--- src/pkg/fsr_pkg.sv ---
package fsr_pkg;

    // Geometry of the history chain and the power stage
    localparam int HIST_DEPTH   = 10;
    localparam int PHASE_COUNT  = 15;
    localparam int ADDR_WIDTH   = 10;
    localparam int DATA_WIDTH   = 16;

    // History block: four words per entry, newest entry first
    localparam logic [9:0] ADDR_HIST_BASE   = 10'h032;  // Newest fault code
    localparam logic [9:0] ADDR_HIST_LAST   = 10'h059;  // Oldest fault time
    localparam logic [1:0] FIELD_CODE       = 2'h0;
    localparam logic [1:0] FIELD_DAY_MONTH  = 2'h1;
    localparam logic [1:0] FIELD_YEAR       = 2'h2;
    localparam logic [1:0] FIELD_TIME       = 2'h3;

    // Snapshot of the newest fault
    localparam logic [9:0] ADDR_SNAP_CURRENT  = 10'h05A;
    localparam logic [9:0] ADDR_SNAP_DC_LINK  = 10'h05B;
    localparam logic [9:0] ADDR_SNAP_SPEED    = 10'h05C;
    localparam logic [9:0] ADDR_SNAP_SPEED_REF = 10'h05D;
    localparam logic [9:0] ADDR_SNAP_FREQ     = 10'h05E;
    localparam logic [9:0] ADDR_SNAP_MOTOR_V  = 10'h05F;
    localparam logic [9:0] ADDR_SNAP_INPUTS   = 10'h060;
    localparam logic [9:0] ADDR_SNAP_OUTPUTS  = 10'h061;

    // Control and status words
    localparam logic [9:0] ADDR_CONTROL       = 10'h062;
    localparam logic [9:0] ADDR_STATUS        = 10'h063;

    // Per-phase power switch readings
    localparam logic [9:0] ADDR_TEMP_BASE     = 10'h320;
    localparam logic [9:0] ADDR_CURRENT_BASE  = 10'h32F;

    // Control word layout and reset value
    localparam int CTRL_CAPTURE_EN_BIT = 0;
    localparam int CTRL_CLEAR_BIT      = 1;
    localparam logic [15:0] CONTROL_RESET = 16'h0001;

    // Upper limits of recorded fields, and both ends of the phase current range
    localparam logic [7:0]  MAX_DAY      = 8'h1F;
    localparam logic [7:0]  MAX_MONTH    = 8'h0C;
    localparam logic [7:0]  MAX_YEAR     = 8'h63;
    localparam logic [7:0]  MAX_HOUR     = 8'h17;
    localparam logic [7:0]  MAX_MINUTE   = 8'h3B;
    localparam logic [9:0]  MAX_CODE     = 10'h3E7;
    localparam logic [15:0] MAX_CURRENT  = 16'hAFC8;
    localparam logic [15:0] MAX_VOLTS    = 16'h07D0;
    localparam logic [15:0] MAX_SPEED    = 16'h4650;
    localparam logic [15:0] MAX_FREQ     = 16'h27D8;
    localparam logic signed [15:0] MIN_PHASE_CURRENT = 16'shD8F0;
    localparam logic signed [15:0] MAX_PHASE_CURRENT = 16'sh4E20;

    // Calendar clock reading
    typedef struct packed {
        logic [7:0] day;
        logic [7:0] month;
        logic [7:0] year;
        logic [7:0] hour;
        logic [7:0] minute;
    } fsr_stamp_t;

    // Live drive values sampled at a fault
    typedef struct packed {
        logic [15:0] outCurrent;
        logic [15:0] dcLinkVolts;
        logic [15:0] motorSpeed;
        logic [15:0] speedRef;
        logic [15:0] outFreq;
        logic [15:0] motorVolts;
        logic [7:0]  digitalInputN;
        logic [4:0]  digitalOutputN;
    } fsr_sample_t;

    // One entry of the history chain
    typedef struct packed {
        logic [9:0]  code;
        logic [15:0] dayMonth;
        logic [15:0] year;
        logic [15:0] time_;
    } fsr_entry_t;

endpackage : fsr_pkg

--- src/verilog/fsr_recorder.sv ---
`timescale 1ns/1ps
`default_nettype none

module fsr_recorder #(
    parameter int HIST_DEPTH  = fsr_pkg::HIST_DEPTH,
    parameter int PHASE_COUNT = fsr_pkg::PHASE_COUNT
) (
    // Clock and reset
    input  wire logic                       clk,
    input  wire logic                       reset_n,
    // Register port
    input  wire logic [9:0]                 address,
    input  wire logic [15:0]                writeData,
    input  wire logic                       writeStrobe,
    input  wire logic                       readStrobe,
    output logic      [15:0]                readData,
    // Fault event from the protection logic
    input  wire logic                       faultStrobe,
    input  wire logic [9:0]                 faultCode,
    // Calendar clock and live drive values
    input  wire fsr_pkg::fsr_stamp_t        stamp,
    input  wire fsr_pkg::fsr_sample_t       sample,
    // Power stage measurements
    input  wire logic [PHASE_COUNT-1:0][15:0] switchTemp,
    input  wire logic [PHASE_COUNT-1:0][15:0] switchCurrent
);

    logic [9:0]  histCode_reg     [HIST_DEPTH];
    logic [15:0] histDayMonth_reg [HIST_DEPTH];
    logic [15:0] histYear_reg     [HIST_DEPTH];
    logic [15:0] histTime_reg     [HIST_DEPTH];
    fsr_pkg::fsr_entry_t  newEntry;
    fsr_pkg::fsr_sample_t snapNext;
    logic [15:0] snapCurrent_reg;
    logic [15:0] snapDcLink_reg;
    logic [15:0] snapSpeed_reg;
    logic [15:0] snapSpeedRef_reg;
    logic [15:0] snapFreq_reg;
    logic [15:0] snapMotorV_reg;
    logic [7:0]  snapInputs_reg;
    logic [4:0]  snapOutputs_reg;
    logic [15:0] control_reg;
    logic [3:0]  count_reg;
    logic [15:0] readData_reg;
    logic [15:0] readData_next;
    logic        captureEn;
    logic        clearReq;
    logic        takeFault;

    // Unsigned saturation to an upper limit
    function automatic logic [15:0] clampU(input logic [15:0] v,
                                           input logic [15:0] lim);
        clampU = (v > lim) ? lim : v;
    endfunction : clampU

    // Byte-wide saturation for calendar fields
    function automatic logic [7:0] clampB(input logic [7:0] v,
                                          input logic [7:0] lim);
        clampB = (v > lim) ? lim : v;
    endfunction : clampB

    // Signed saturation for phase currents
    function automatic logic [15:0] clampS(input logic signed [15:0] v);
        if (v < fsr_pkg::MIN_PHASE_CURRENT) begin
            clampS = fsr_pkg::MIN_PHASE_CURRENT;
        end else if (v > fsr_pkg::MAX_PHASE_CURRENT) begin
            clampS = fsr_pkg::MAX_PHASE_CURRENT;
        end else begin
            clampS = v;
        end
    endfunction : clampS

    assign captureEn = control_reg[fsr_pkg::CTRL_CAPTURE_EN_BIT];
    assign clearReq  = writeStrobe && (address == fsr_pkg::ADDR_CONTROL)
                       && writeData[fsr_pkg::CTRL_CLEAR_BIT];
    assign takeFault = faultStrobe && captureEn;

    // Newest entry built from the live calendar, saturated into range
    always_comb begin
        newEntry.code     = (faultCode > fsr_pkg::MAX_CODE) ?
                            fsr_pkg::MAX_CODE : faultCode;
        newEntry.dayMonth = {clampB(stamp.day, fsr_pkg::MAX_DAY),
                             clampB(stamp.month, fsr_pkg::MAX_MONTH)};
        newEntry.year     = {8'h00,
                             clampB(stamp.year, fsr_pkg::MAX_YEAR)};
        newEntry.time_    = {clampB(stamp.hour, fsr_pkg::MAX_HOUR),
                             clampB(stamp.minute,
                                    fsr_pkg::MAX_MINUTE)};
    end

    // Snapshot of the drive values, saturated into range
    always_comb begin
        snapNext.outCurrent  = clampU(sample.outCurrent,
                                      fsr_pkg::MAX_CURRENT);
        snapNext.dcLinkVolts = clampU(sample.dcLinkVolts,
                                      fsr_pkg::MAX_VOLTS);
        snapNext.motorSpeed  = clampU(sample.motorSpeed,
                                      fsr_pkg::MAX_SPEED);
        snapNext.speedRef    = clampU(sample.speedRef,
                                      fsr_pkg::MAX_SPEED);
        snapNext.outFreq     = clampU(sample.outFreq,
                                      fsr_pkg::MAX_FREQ);
        snapNext.motorVolts  = clampU(sample.motorVolts,
                                      fsr_pkg::MAX_VOLTS);
        snapNext.digitalInputN  = sample.digitalInputN;
        snapNext.digitalOutputN = sample.digitalOutputN;
    end

    // Code chain: a fault shifts one place and wins over a clear
    always_ff @(posedge clk) begin
        if (!reset_n) begin
            for (int i = 0; i < HIST_DEPTH; i++) begin
                histCode_reg[i] <= '0;
            end
        end else if (takeFault) begin
            histCode_reg[0] <= newEntry.code;
            for (int i = 1; i < HIST_DEPTH; i++) begin
                histCode_reg[i] <= histCode_reg[i-1];
            end
        end else if (clearReq) begin
            for (int i = 0; i < HIST_DEPTH; i++) begin
                histCode_reg[i] <= '0;
            end
        end
    end

    // Day and month chain, shifted with the codes
    always_ff @(posedge clk) begin
        if (!reset_n) begin
            for (int i = 0; i < HIST_DEPTH; i++) begin
                histDayMonth_reg[i] <= '0;
            end
        end else if (takeFault) begin
            histDayMonth_reg[0] <= newEntry.dayMonth;
            for (int i = 1; i < HIST_DEPTH; i++) begin
                histDayMonth_reg[i] <= histDayMonth_reg[i-1];
            end
        end else if (clearReq) begin
            for (int i = 0; i < HIST_DEPTH; i++) begin
                histDayMonth_reg[i] <= '0;
            end
        end
    end

    // Year chain, shifted with the codes
    always_ff @(posedge clk) begin
        if (!reset_n) begin
            for (int i = 0; i < HIST_DEPTH; i++) begin
                histYear_reg[i] <= '0;
            end
        end else if (takeFault) begin
            histYear_reg[0] <= newEntry.year;
            for (int i = 1; i < HIST_DEPTH; i++) begin
                histYear_reg[i] <= histYear_reg[i-1];
            end
        end else if (clearReq) begin
            for (int i = 0; i < HIST_DEPTH; i++) begin
                histYear_reg[i] <= '0;
            end
        end
    end

    // Hour and minute chain, shifted with the codes
    always_ff @(posedge clk) begin
        if (!reset_n) begin
            for (int i = 0; i < HIST_DEPTH; i++) begin
                histTime_reg[i] <= '0;
            end
        end else if (takeFault) begin
            histTime_reg[0] <= newEntry.time_;
            for (int i = 1; i < HIST_DEPTH; i++) begin
                histTime_reg[i] <= histTime_reg[i-1];
            end
        end else if (clearReq) begin
            for (int i = 0; i < HIST_DEPTH; i++) begin
                histTime_reg[i] <= '0;
            end
        end
    end

    // Output current loads in the fault cycle, holds until the next fault or a clear.
    // A fault in the reset cycle itself is lost; values then stay zero.
    always_ff @(posedge clk) begin
        if (!reset_n) begin
            snapCurrent_reg <= '0;
        end else if (takeFault) begin
            snapCurrent_reg <= snapNext.outCurrent;
        end else if (clearReq) begin
            snapCurrent_reg <= '0;
        end
    end

    // DC link voltage at the fault
    always_ff @(posedge clk) begin
        if (!reset_n) begin
            snapDcLink_reg <= '0;
        end else if (takeFault) begin
            snapDcLink_reg <= snapNext.dcLinkVolts;
        end else if (clearReq) begin
            snapDcLink_reg <= '0;
        end
    end

    // Motor speed at the fault
    always_ff @(posedge clk) begin
        if (!reset_n) begin
            snapSpeed_reg <= '0;
        end else if (takeFault) begin
            snapSpeed_reg <= snapNext.motorSpeed;
        end else if (clearReq) begin
            snapSpeed_reg <= '0;
        end
    end

    // Speed reference at the fault
    always_ff @(posedge clk) begin
        if (!reset_n) begin
            snapSpeedRef_reg <= '0;
        end else if (takeFault) begin
            snapSpeedRef_reg <= snapNext.speedRef;
        end else if (clearReq) begin
            snapSpeedRef_reg <= '0;
        end
    end

    // Output frequency at the fault
    always_ff @(posedge clk) begin
        if (!reset_n) begin
            snapFreq_reg <= '0;
        end else if (takeFault) begin
            snapFreq_reg <= snapNext.outFreq;
        end else if (clearReq) begin
            snapFreq_reg <= '0;
        end
    end

    // Motor voltage at the fault
    always_ff @(posedge clk) begin
        if (!reset_n) begin
            snapMotorV_reg <= '0;
        end else if (takeFault) begin
            snapMotorV_reg <= snapNext.motorVolts;
        end else if (clearReq) begin
            snapMotorV_reg <= '0;
        end
    end

    // Digital input states at the fault
    always_ff @(posedge clk) begin
        if (!reset_n) begin
            snapInputs_reg <= '0;
        end else if (takeFault) begin
            snapInputs_reg <= snapNext.digitalInputN;
        end else if (clearReq) begin
            snapInputs_reg <= '0;
        end
    end

    // Digital output states at the fault
    always_ff @(posedge clk) begin
        if (!reset_n) begin
            snapOutputs_reg <= '0;
        end else if (takeFault) begin
            snapOutputs_reg <= snapNext.digitalOutputN;
        end else if (clearReq) begin
            snapOutputs_reg <= '0;
        end
    end

    // Number of valid entries, saturating at the chain depth
    always_ff @(posedge clk) begin
        if (!reset_n) begin
            count_reg <= 4'h0;
        end else if (takeFault) begin
            if (count_reg != 4'(HIST_DEPTH)) begin
                count_reg <= count_reg + 4'h1;
            end
        end else if (clearReq) begin
            count_reg <= 4'h0;
        end
    end

    // Control word is the only writable location; clear bit self-clears
    always_ff @(posedge clk) begin
        if (!reset_n) begin
            control_reg <= fsr_pkg::CONTROL_RESET;
        end else if (writeStrobe && address == fsr_pkg::ADDR_CONTROL) begin
            control_reg <= {15'h0000,
                            writeData[fsr_pkg::CTRL_CAPTURE_EN_BIT]};
        end
    end

    // Read decode; every other write falls through untouched
    always_comb begin
        logic [9:0] rel;
        logic [3:0] idx;
        rel = 10'h000;
        idx = 4'h0;
        readData_next = 16'h0000;
        if (readStrobe) begin
            if (address >= fsr_pkg::ADDR_HIST_BASE &&
                address <= fsr_pkg::ADDR_HIST_LAST) begin
                rel = address - fsr_pkg::ADDR_HIST_BASE;
                idx = rel[5:2];
                unique case (rel[1:0])
                    fsr_pkg::FIELD_CODE:
                        readData_next = {6'h00, histCode_reg[idx]};
                    fsr_pkg::FIELD_DAY_MONTH:
                        readData_next = histDayMonth_reg[idx];
                    fsr_pkg::FIELD_YEAR:
                        readData_next = histYear_reg[idx];
                    fsr_pkg::FIELD_TIME:
                        readData_next = histTime_reg[idx];
                endcase
            end else if (address >= fsr_pkg::ADDR_TEMP_BASE &&
                         address < fsr_pkg::ADDR_CURRENT_BASE) begin
                rel = address - fsr_pkg::ADDR_TEMP_BASE;
                readData_next = switchTemp[rel[3:0]];
            end else if (address >= fsr_pkg::ADDR_CURRENT_BASE &&
                         address < fsr_pkg::ADDR_CURRENT_BASE
                                   + 10'(PHASE_COUNT)) begin
                rel = address - fsr_pkg::ADDR_CURRENT_BASE;
                readData_next = clampS(switchCurrent[rel[3:0]]);
            end else begin
                unique case (address)
                    fsr_pkg::ADDR_SNAP_CURRENT:
                        readData_next = snapCurrent_reg;
                    fsr_pkg::ADDR_SNAP_DC_LINK:
                        readData_next = snapDcLink_reg;
                    fsr_pkg::ADDR_SNAP_SPEED:
                        readData_next = snapSpeed_reg;
                    fsr_pkg::ADDR_SNAP_SPEED_REF:
                        readData_next = snapSpeedRef_reg;
                    fsr_pkg::ADDR_SNAP_FREQ:
                        readData_next = snapFreq_reg;
                    fsr_pkg::ADDR_SNAP_MOTOR_V:
                        readData_next = snapMotorV_reg;
                    fsr_pkg::ADDR_SNAP_INPUTS:
                        readData_next = {8'h00,
                                         snapInputs_reg};
                    fsr_pkg::ADDR_SNAP_OUTPUTS:
                        readData_next = {11'h000,
                                         snapOutputs_reg};
                    fsr_pkg::ADDR_CONTROL:
                        readData_next = control_reg;
                    fsr_pkg::ADDR_STATUS:
                        readData_next = {12'h000, count_reg};
                    default:
                        readData_next = 16'h0000;
                endcase
            end
        end
    end

    // Read data stands only in the cycle after the strobe
    always_ff @(posedge clk) begin
        if (!reset_n) begin
            readData_reg <= 16'h0000;
        end else begin
            readData_reg <= readData_next;
        end
    end

    assign readData = readData_reg;

endmodule : fsr_recorder

`default_nettype wire

--- config.mk ---
export PLATFORM = sky130hd
export DESIGN_NAME = fsr_recorder
export DESIGN_NICKNAME = d
export VERILOG_FILES = /design/src/pkg/fsr_pkg.sv /design/src/verilog/fsr_recorder.sv
export SDC_FILE = /design/constraint.sdc
export NUM_CORES = 1
export LEC_CHECK = 0
export BUFFER_PORTS_ARGS = -buffer_cell sky130_fd_sc_hd__buf_2
export CAP_MARGIN = 0
export CORE_MARGIN = 2
export CORE_UTILIZATION = 40
export DETAILED_ROUTE_END_ITERATION = 6
export HOLD_SLACK_MARGIN = 0.02
export PLACE_DENSITY = 0.7
export SLEW_MARGIN = 10
export SYNTH_ARGS = -nofsm -noshare
export SYNTH_HDL_FRONTEND = slang
export SYNTH_SLANG_ARGS = --single-unit
--- constraint.sdc ---
create_clock -name clk -period 30.6 [get_ports clk]
set_input_delay 3.06 -clock clk [delete_from_list [all_inputs] [get_ports clk]]
set_output_delay 3.06 -clock clk [all_outputs]
set_load 0.02 [all_outputs]
Word-level counts from Yosys, hierarchy flattened --
Memories as Yosys holds them, arrays and structs flattened. Cells that the tools add are included.
Word-level totals: memories kept 4, bits of input ports 670, latch bits 0, memory bits (writable) 580, output and inout port bits 16, memory bits (read-only) 0, register bits 130, logic and storage cells 271
Cells by class: divide/modulo/power cells 0, $mul 0, reductions and logical operators 10, $add $sub $neg 4, mux-type cells 125, bitwise logic cells 80, $lt $le $gt $ge 22, equality and inequality tests 15, shift-type cells 0
Memories:
- histDayMonth_reg | depth 10, bits a word 16, read ports 10, clocked after memory_dff 0, write ports 10, line fsr_recorder.sv:29 | logic [15:0] histDayMonth_reg [HIST_DEPTH];
- histTime_reg | depth 10, bits a word 16, read ports 10, clocked after memory_dff 0, write ports 10, line fsr_recorder.sv:31 | logic [15:0] histTime_reg [HIST_DEPTH];
- histYear_reg | depth 10, bits a word 16, read ports 10, clocked after memory_dff 0, write ports 10, line fsr_recorder.sv:30 | logic [15:0] histYear_reg [HIST_DEPTH];
- histCode_reg | depth 10, bits a word 10, read ports 10, clocked after memory_dff 0, write ports 10, line fsr_recorder.sv:28 | logic [9:0] histCode_reg [HIST_DEPTH];
Operator list (number):
- 16-bit two-way mux | 80
- 10-bit two-way mux | 21
- 16-bit one-hot mux with 10 select lines | 1
- 16-bit binary-select mux with 4-bit select | 2
- 10-bit by 7-bit equality test with 1-bit output, second input constant | 10
- 1-bit OR | 80
- 16-bit one-hot mux with 4 select lines | 1
- 8-bit two-way mux | 7
- 16-bit by 11-bit greater-than comparator with 1-bit output, second input constant | 2
- 16-bit by 15-bit greater-than comparator with 1-bit output, second input constant | 2
- 16-bit greater-than comparator, second input constant | 2
- 10-bit >= comparator, second input constant | 2
- 10-bit less-than comparator, second input constant | 2
- 16-bit by 14-bit greater-than comparator with 1-bit output, second input constant | 1
- 8-bit by 5-bit greater-than comparator with 1-bit output, second input constant | 2
- 16-bit by 15-bit less-than comparator with 1-bit output, second input constant | 1
- 4-bit two-way mux | 3
- 10-bit by 6-bit >= comparator with 1-bit output, second input constant | 1
- 10-bit greater-than comparator, second input constant | 1
- 10-bit by 7-bit <= comparator with 1-bit output, second input constant | 1
- 4-bit by 5-bit less-than comparator with 1-bit output, second input constant | 2
- 5-bit two-way mux | 2
- 8-bit by 4-bit greater-than comparator with 1-bit output, second input constant | 1
- 8-bit by 6-bit greater-than comparator with 1-bit output, second input constant | 1
- other kinds (14) | 28

Depth between registers and ports, before layout --
depth after elaboration 9, gate-level depth with buffers 18, mapped depth without buffers 10

Worst setup path after synthesis --
Ideal clock, no wire load.
path kind input to register, from input port address[3], to memory histCode_reg[0][0] (enable), setup time 0.795 ns, arrival 13.615 ns, path slack 16.190 ns, buffers on the path 4, cell stages on the path 9, required time 29.805 ns, path through buf_4 buf_2 or4b_1 nor3_2 nand4_1 and3_1 clkbuf_1 clkbuf_1 inv_1
RTL lines:
- start: declaration | line fsr_recorder.sv:12 | input wire logic [9:0] address,
- end: declaration | line fsr_recorder.sv:28

Worst setup path in the final report --
from input port address[0], to register readData_reg[12], in the netlist readData[12]
Between the ends: cells in the longest elaborated chain, start to end 9, elaborated cells between the ends (all ways) 42, classes of those cells add/sub: 3; order compare: 8; eq/ne: 13; mux: 11; reduce/logical: 4; memory: 3
RTL lines:
- 4-bit subtractor | line fsr_recorder.sv:322 | rel = address - fsr_pkg::ADDR_CURRENT_BASE;
- 16-bit binary-select mux with 4-bit select | line fsr_recorder.sv:323 | readData_next = clampS(switchCurrent[rel[3:0]]);
- 16-bit two-way mux (implied by the code) | line fsr_recorder.sv:323
- 16-bit greater-than comparator | line fsr_recorder.sv:66 | end else if (v > fsr_pkg::MAX_PHASE_CURRENT) begin
- 16-bit two-way mux | line fsr_recorder.sv:66
- 16-bit two-way mux | line fsr_recorder.sv:64 | if (v < fsr_pkg::MIN_PHASE_CURRENT) begin
- 16-bit two-way mux | line fsr_recorder.sv:319 | end else if (address >= fsr_pkg::ADDR_CURRENT_BASE &&
- 16-bit two-way mux | line fsr_recorder.sv:315 | end else if (address >= fsr_pkg::ADDR_TEMP_BASE &&
- 16-bit two-way mux * | line fsr_recorder.sv:301 | if (address >= fsr_pkg::ADDR_HIST_BASE &&
- end signal: assignment | line fsr_recorder.sv:360 | readData_reg <= readData_next;
- end: declaration | line fsr_recorder.sv:44 | logic [15:0] readData_reg;
Every way passes the cells marked *; elsewhere a longest branch is shown, timed or not. The select of a mux whose other input is x is not followed. A chain may end at the register's enable or synchronous reset.

==> metrics.txt <==
status complete, no violations; TritonCTS clock tree yes; H-tree levels 3; setup bufs post-CTS 0; Post-Synth Adder-Cell Area 0.00422; global routing usage on met1 0.332; CTS sink cnt between 600 and 700; Chip Width approximately 290 um; die height 290 um; ys flop type edfxtp_1; Worst Hold Launch snapSpeedRef_reg[10]; Lkg Pwr approximately 16 nW; GR Util met3 0.0590; Final min period a little over 8 ns; slowest stage cell, crit path ha_4; global route hottest layer met2; reg2reg setup slack about 26 ns; grt total ovfl 0; hold-fix buffers at CTS 0; final hold violations 0; nets 3809; first-pass GRT wire length 159 mm; synthesized area per cell around 13 um2; routed len/inst roughly 26 um; IO Pins 686; clock skew ~0.032 ns; Max Freq about 120 MHz; reg2reg start control_reg[0]; Syn Std Cell Area 32600 um2; Post-synth top cells 500 x edfxtp_1, 479 x and2_1, 178 x mux4_2; I/O Buffers 671; Clk Latency, worst-skew pair about 0.62 ns; max-cap violations 0; CTS Buffer Depth 3; Initial Util 0.404; # resized after CTS 0; crit path cell chain clkbuf_8 > inv_1 > buf_4 > ha_4 > buf_4 > mux2i_1 > mux4_2 > mux2i_1 > a21oi_1 > nor2_1 > o31ai_1 > o21ai_0 > o31ai_1; post-route antenna net violation count 0; Final Util 0.484; fillers ~7200; largest vdd supply drop approximately 0.044 mV; Die ar. 83800 um2; initial antenna violation count 22; Worst-Margin Slew about 1.2 ns; Slew Limit Fails 0; total track usage 0.260; final-report setup violation count 0; post-synthesis xor/xnor area fraction 0.00353; RSZ-0062 raised after global routing false; Worst Path Required 31.06 ns; final RePlAce weighted congestion about 0.91; fin crit share 0.268; vias in the first global route around 23000; vias per cell between 5 and 6; setup TNS 0 ns; largest family of logic cells by synthesized area multiplexers; async set-reset flop share out of synthesis 0; Post-DP HPWL 82.6 mm; Synth Warn # 0; Reg-to-Reg End histYear_reg[0][4]; critical path type input port to register; Hold EP snapSpeedRef_reg[10]; Core Box Area ~81000 um2; Compound-Gate Fraction of Synth Area 0.0893; Routed WL 112 mm; EDFF count, synth 500; Worst path max stage delay just over 0.7 ns; largest net degree at the start of global routing between 100 and 150; P&R area growth vs syn 19.6%; hold crit path type register to register; drt drc 0; most common cell in the netlist edfxtp_1; startpoint types input port; top cells by area, synth edfxtp_1 46%, mux4_2 12%, and2_1 9.2%; Hold Path Cell Cnt 2; Worst Path Arrival 8.65 ns; Power Dens Cells about 54 nW/um2; simple-gate share of the synthesized area 0.152; Synth Instances 2517; share of cells above drive strength 1 0.338; DRT Pass-1 Iters 5; Synth Register Bits 630; worst r2r path cells 5; top cell type by total area after synthesis edfxtp_1; CP endpoint kind register; row count about 100; Distinct cells, synth 80; Synth top area share 0.460; mux cell area share after synthesis 0.181; normalized max-slew margin 0.229; CTS clock-pin slew for the worst setup and hold paths about 0.07 ns; clock root cell clkbuf_16; crit-path max FO between 60 and 70; TritonCTS buffer count 66; sequential element share of the synthesized area 0.540; initial drt markers 2839; via count around 24000; global routing met2 resource utilization 0.418
## how the worst max path moves through the flow
stage                           from            endpoint  slack (ns)  depth (start not counted)
after floorplan           address[3]  histCode_reg[0][0]       16.19                          9
after global placement    address[0]        readData[12]       21.87                         13
after detailed placement  address[0]        readData[12]       21.84                         13
after CTS                 address[0]        readData[12]       22.47                         13
after global routing      address[0]        readData[12]       22.17                         13
final                     address[0]        readData[12]       22.41                         13
## where the power goes
group	switching, W	internal [W]	total (W)
combinational	0.000172	0.000139	0.000310
sequential	0.0000262	0.000978	0.00100
clock	0.000343	0.000434	0.000777
total	0.000541	0.00155	0.00209
## cells by family (layout without fill, tap and decap cells)
group,after synthesis,in the layout
simple gates,904,904
xor+xnor,8,8
compound gates,400,400
mux,361,361
buf+inv,202,851
fa+ha+maj,11,11
flops,630,630
other cells,1,28
## stage by stage
| step | instances | hold slack [ns] | setup WS, ns | cell area (um2) | power (W) |
|---|---|---|---|---|---|
| floorplan | 2529 | 0.414 | 16.19 | 32700 | 0.00121 |
| CTS | 4238 | 0.439 | 22.47 | 39000 | 0.00210 |
| finish | 4253 | 0.438 | 22.41 | 39000 | 0.00209 |
| detailed placement | 4120 | 0.430 | 21.84 | 36900 | 0.00133 |
| global route | 4247 | 0.453 | 22.17 | 39000 | 0.00216 |
| global placement | 4120 | 0.425 | 21.87 | 36900 | 0.00133 |
## final cells by class
type / instances / area (um2) / share of cell area
tap: 1060 / 1330 / 0.0340
inverter: 13 / 56.3 / 0.00144
sequential: 630 / 17600 / 0.452
timing repair buffer: 720 / 3740 / 0.0958
antenna: 15 / 37.5 / 0.000962
clock buffer: 80 / 1730 / 0.0445
multi-input combinational: 1697 / 14200 / 0.363
clock inverter: 38 / 329 / 0.00844
## cell usage in the layout (no fill, tap or decap), types with 12 or more instances in the layout
cell,instances
a21oi_1,49
a221oi_1,34
a222oi_1,12
a22o_1,62
a22oi_1,34
a31oi_1,15
and2_1,479
and3_1,18
buf_2,669
buf_4,50
clkbuf_16,66
conb_1,13
dfxtp_1,130
diode_2,15
edfxtp_1,500
mux2_2,58
mux2i_1,125
mux4_2,178
nand2_1,159
nand2b_1,20
nand3_1,37
nand4_1,20
nor2_1,111
nor3_1,12
o211ai_1,23
o21ai_0,71
## worst max-delay path: cells and delay by family
family,cells,cell delay (ns)
mux,3,1.36
compound gates,4,1.18
fa+ha+maj,1,0.71
buf+inv,4,2.01
simple gates,1,0.19
## per-layer routing
layer  part of all wire  vias up
li1                   -    10800
met1               0.39    12100
met4              0.055        4
met2               0.47     1153
met5            0.00024        -
met3              0.083      235
No activity file was read; power rests on OpenSTA's default activity.
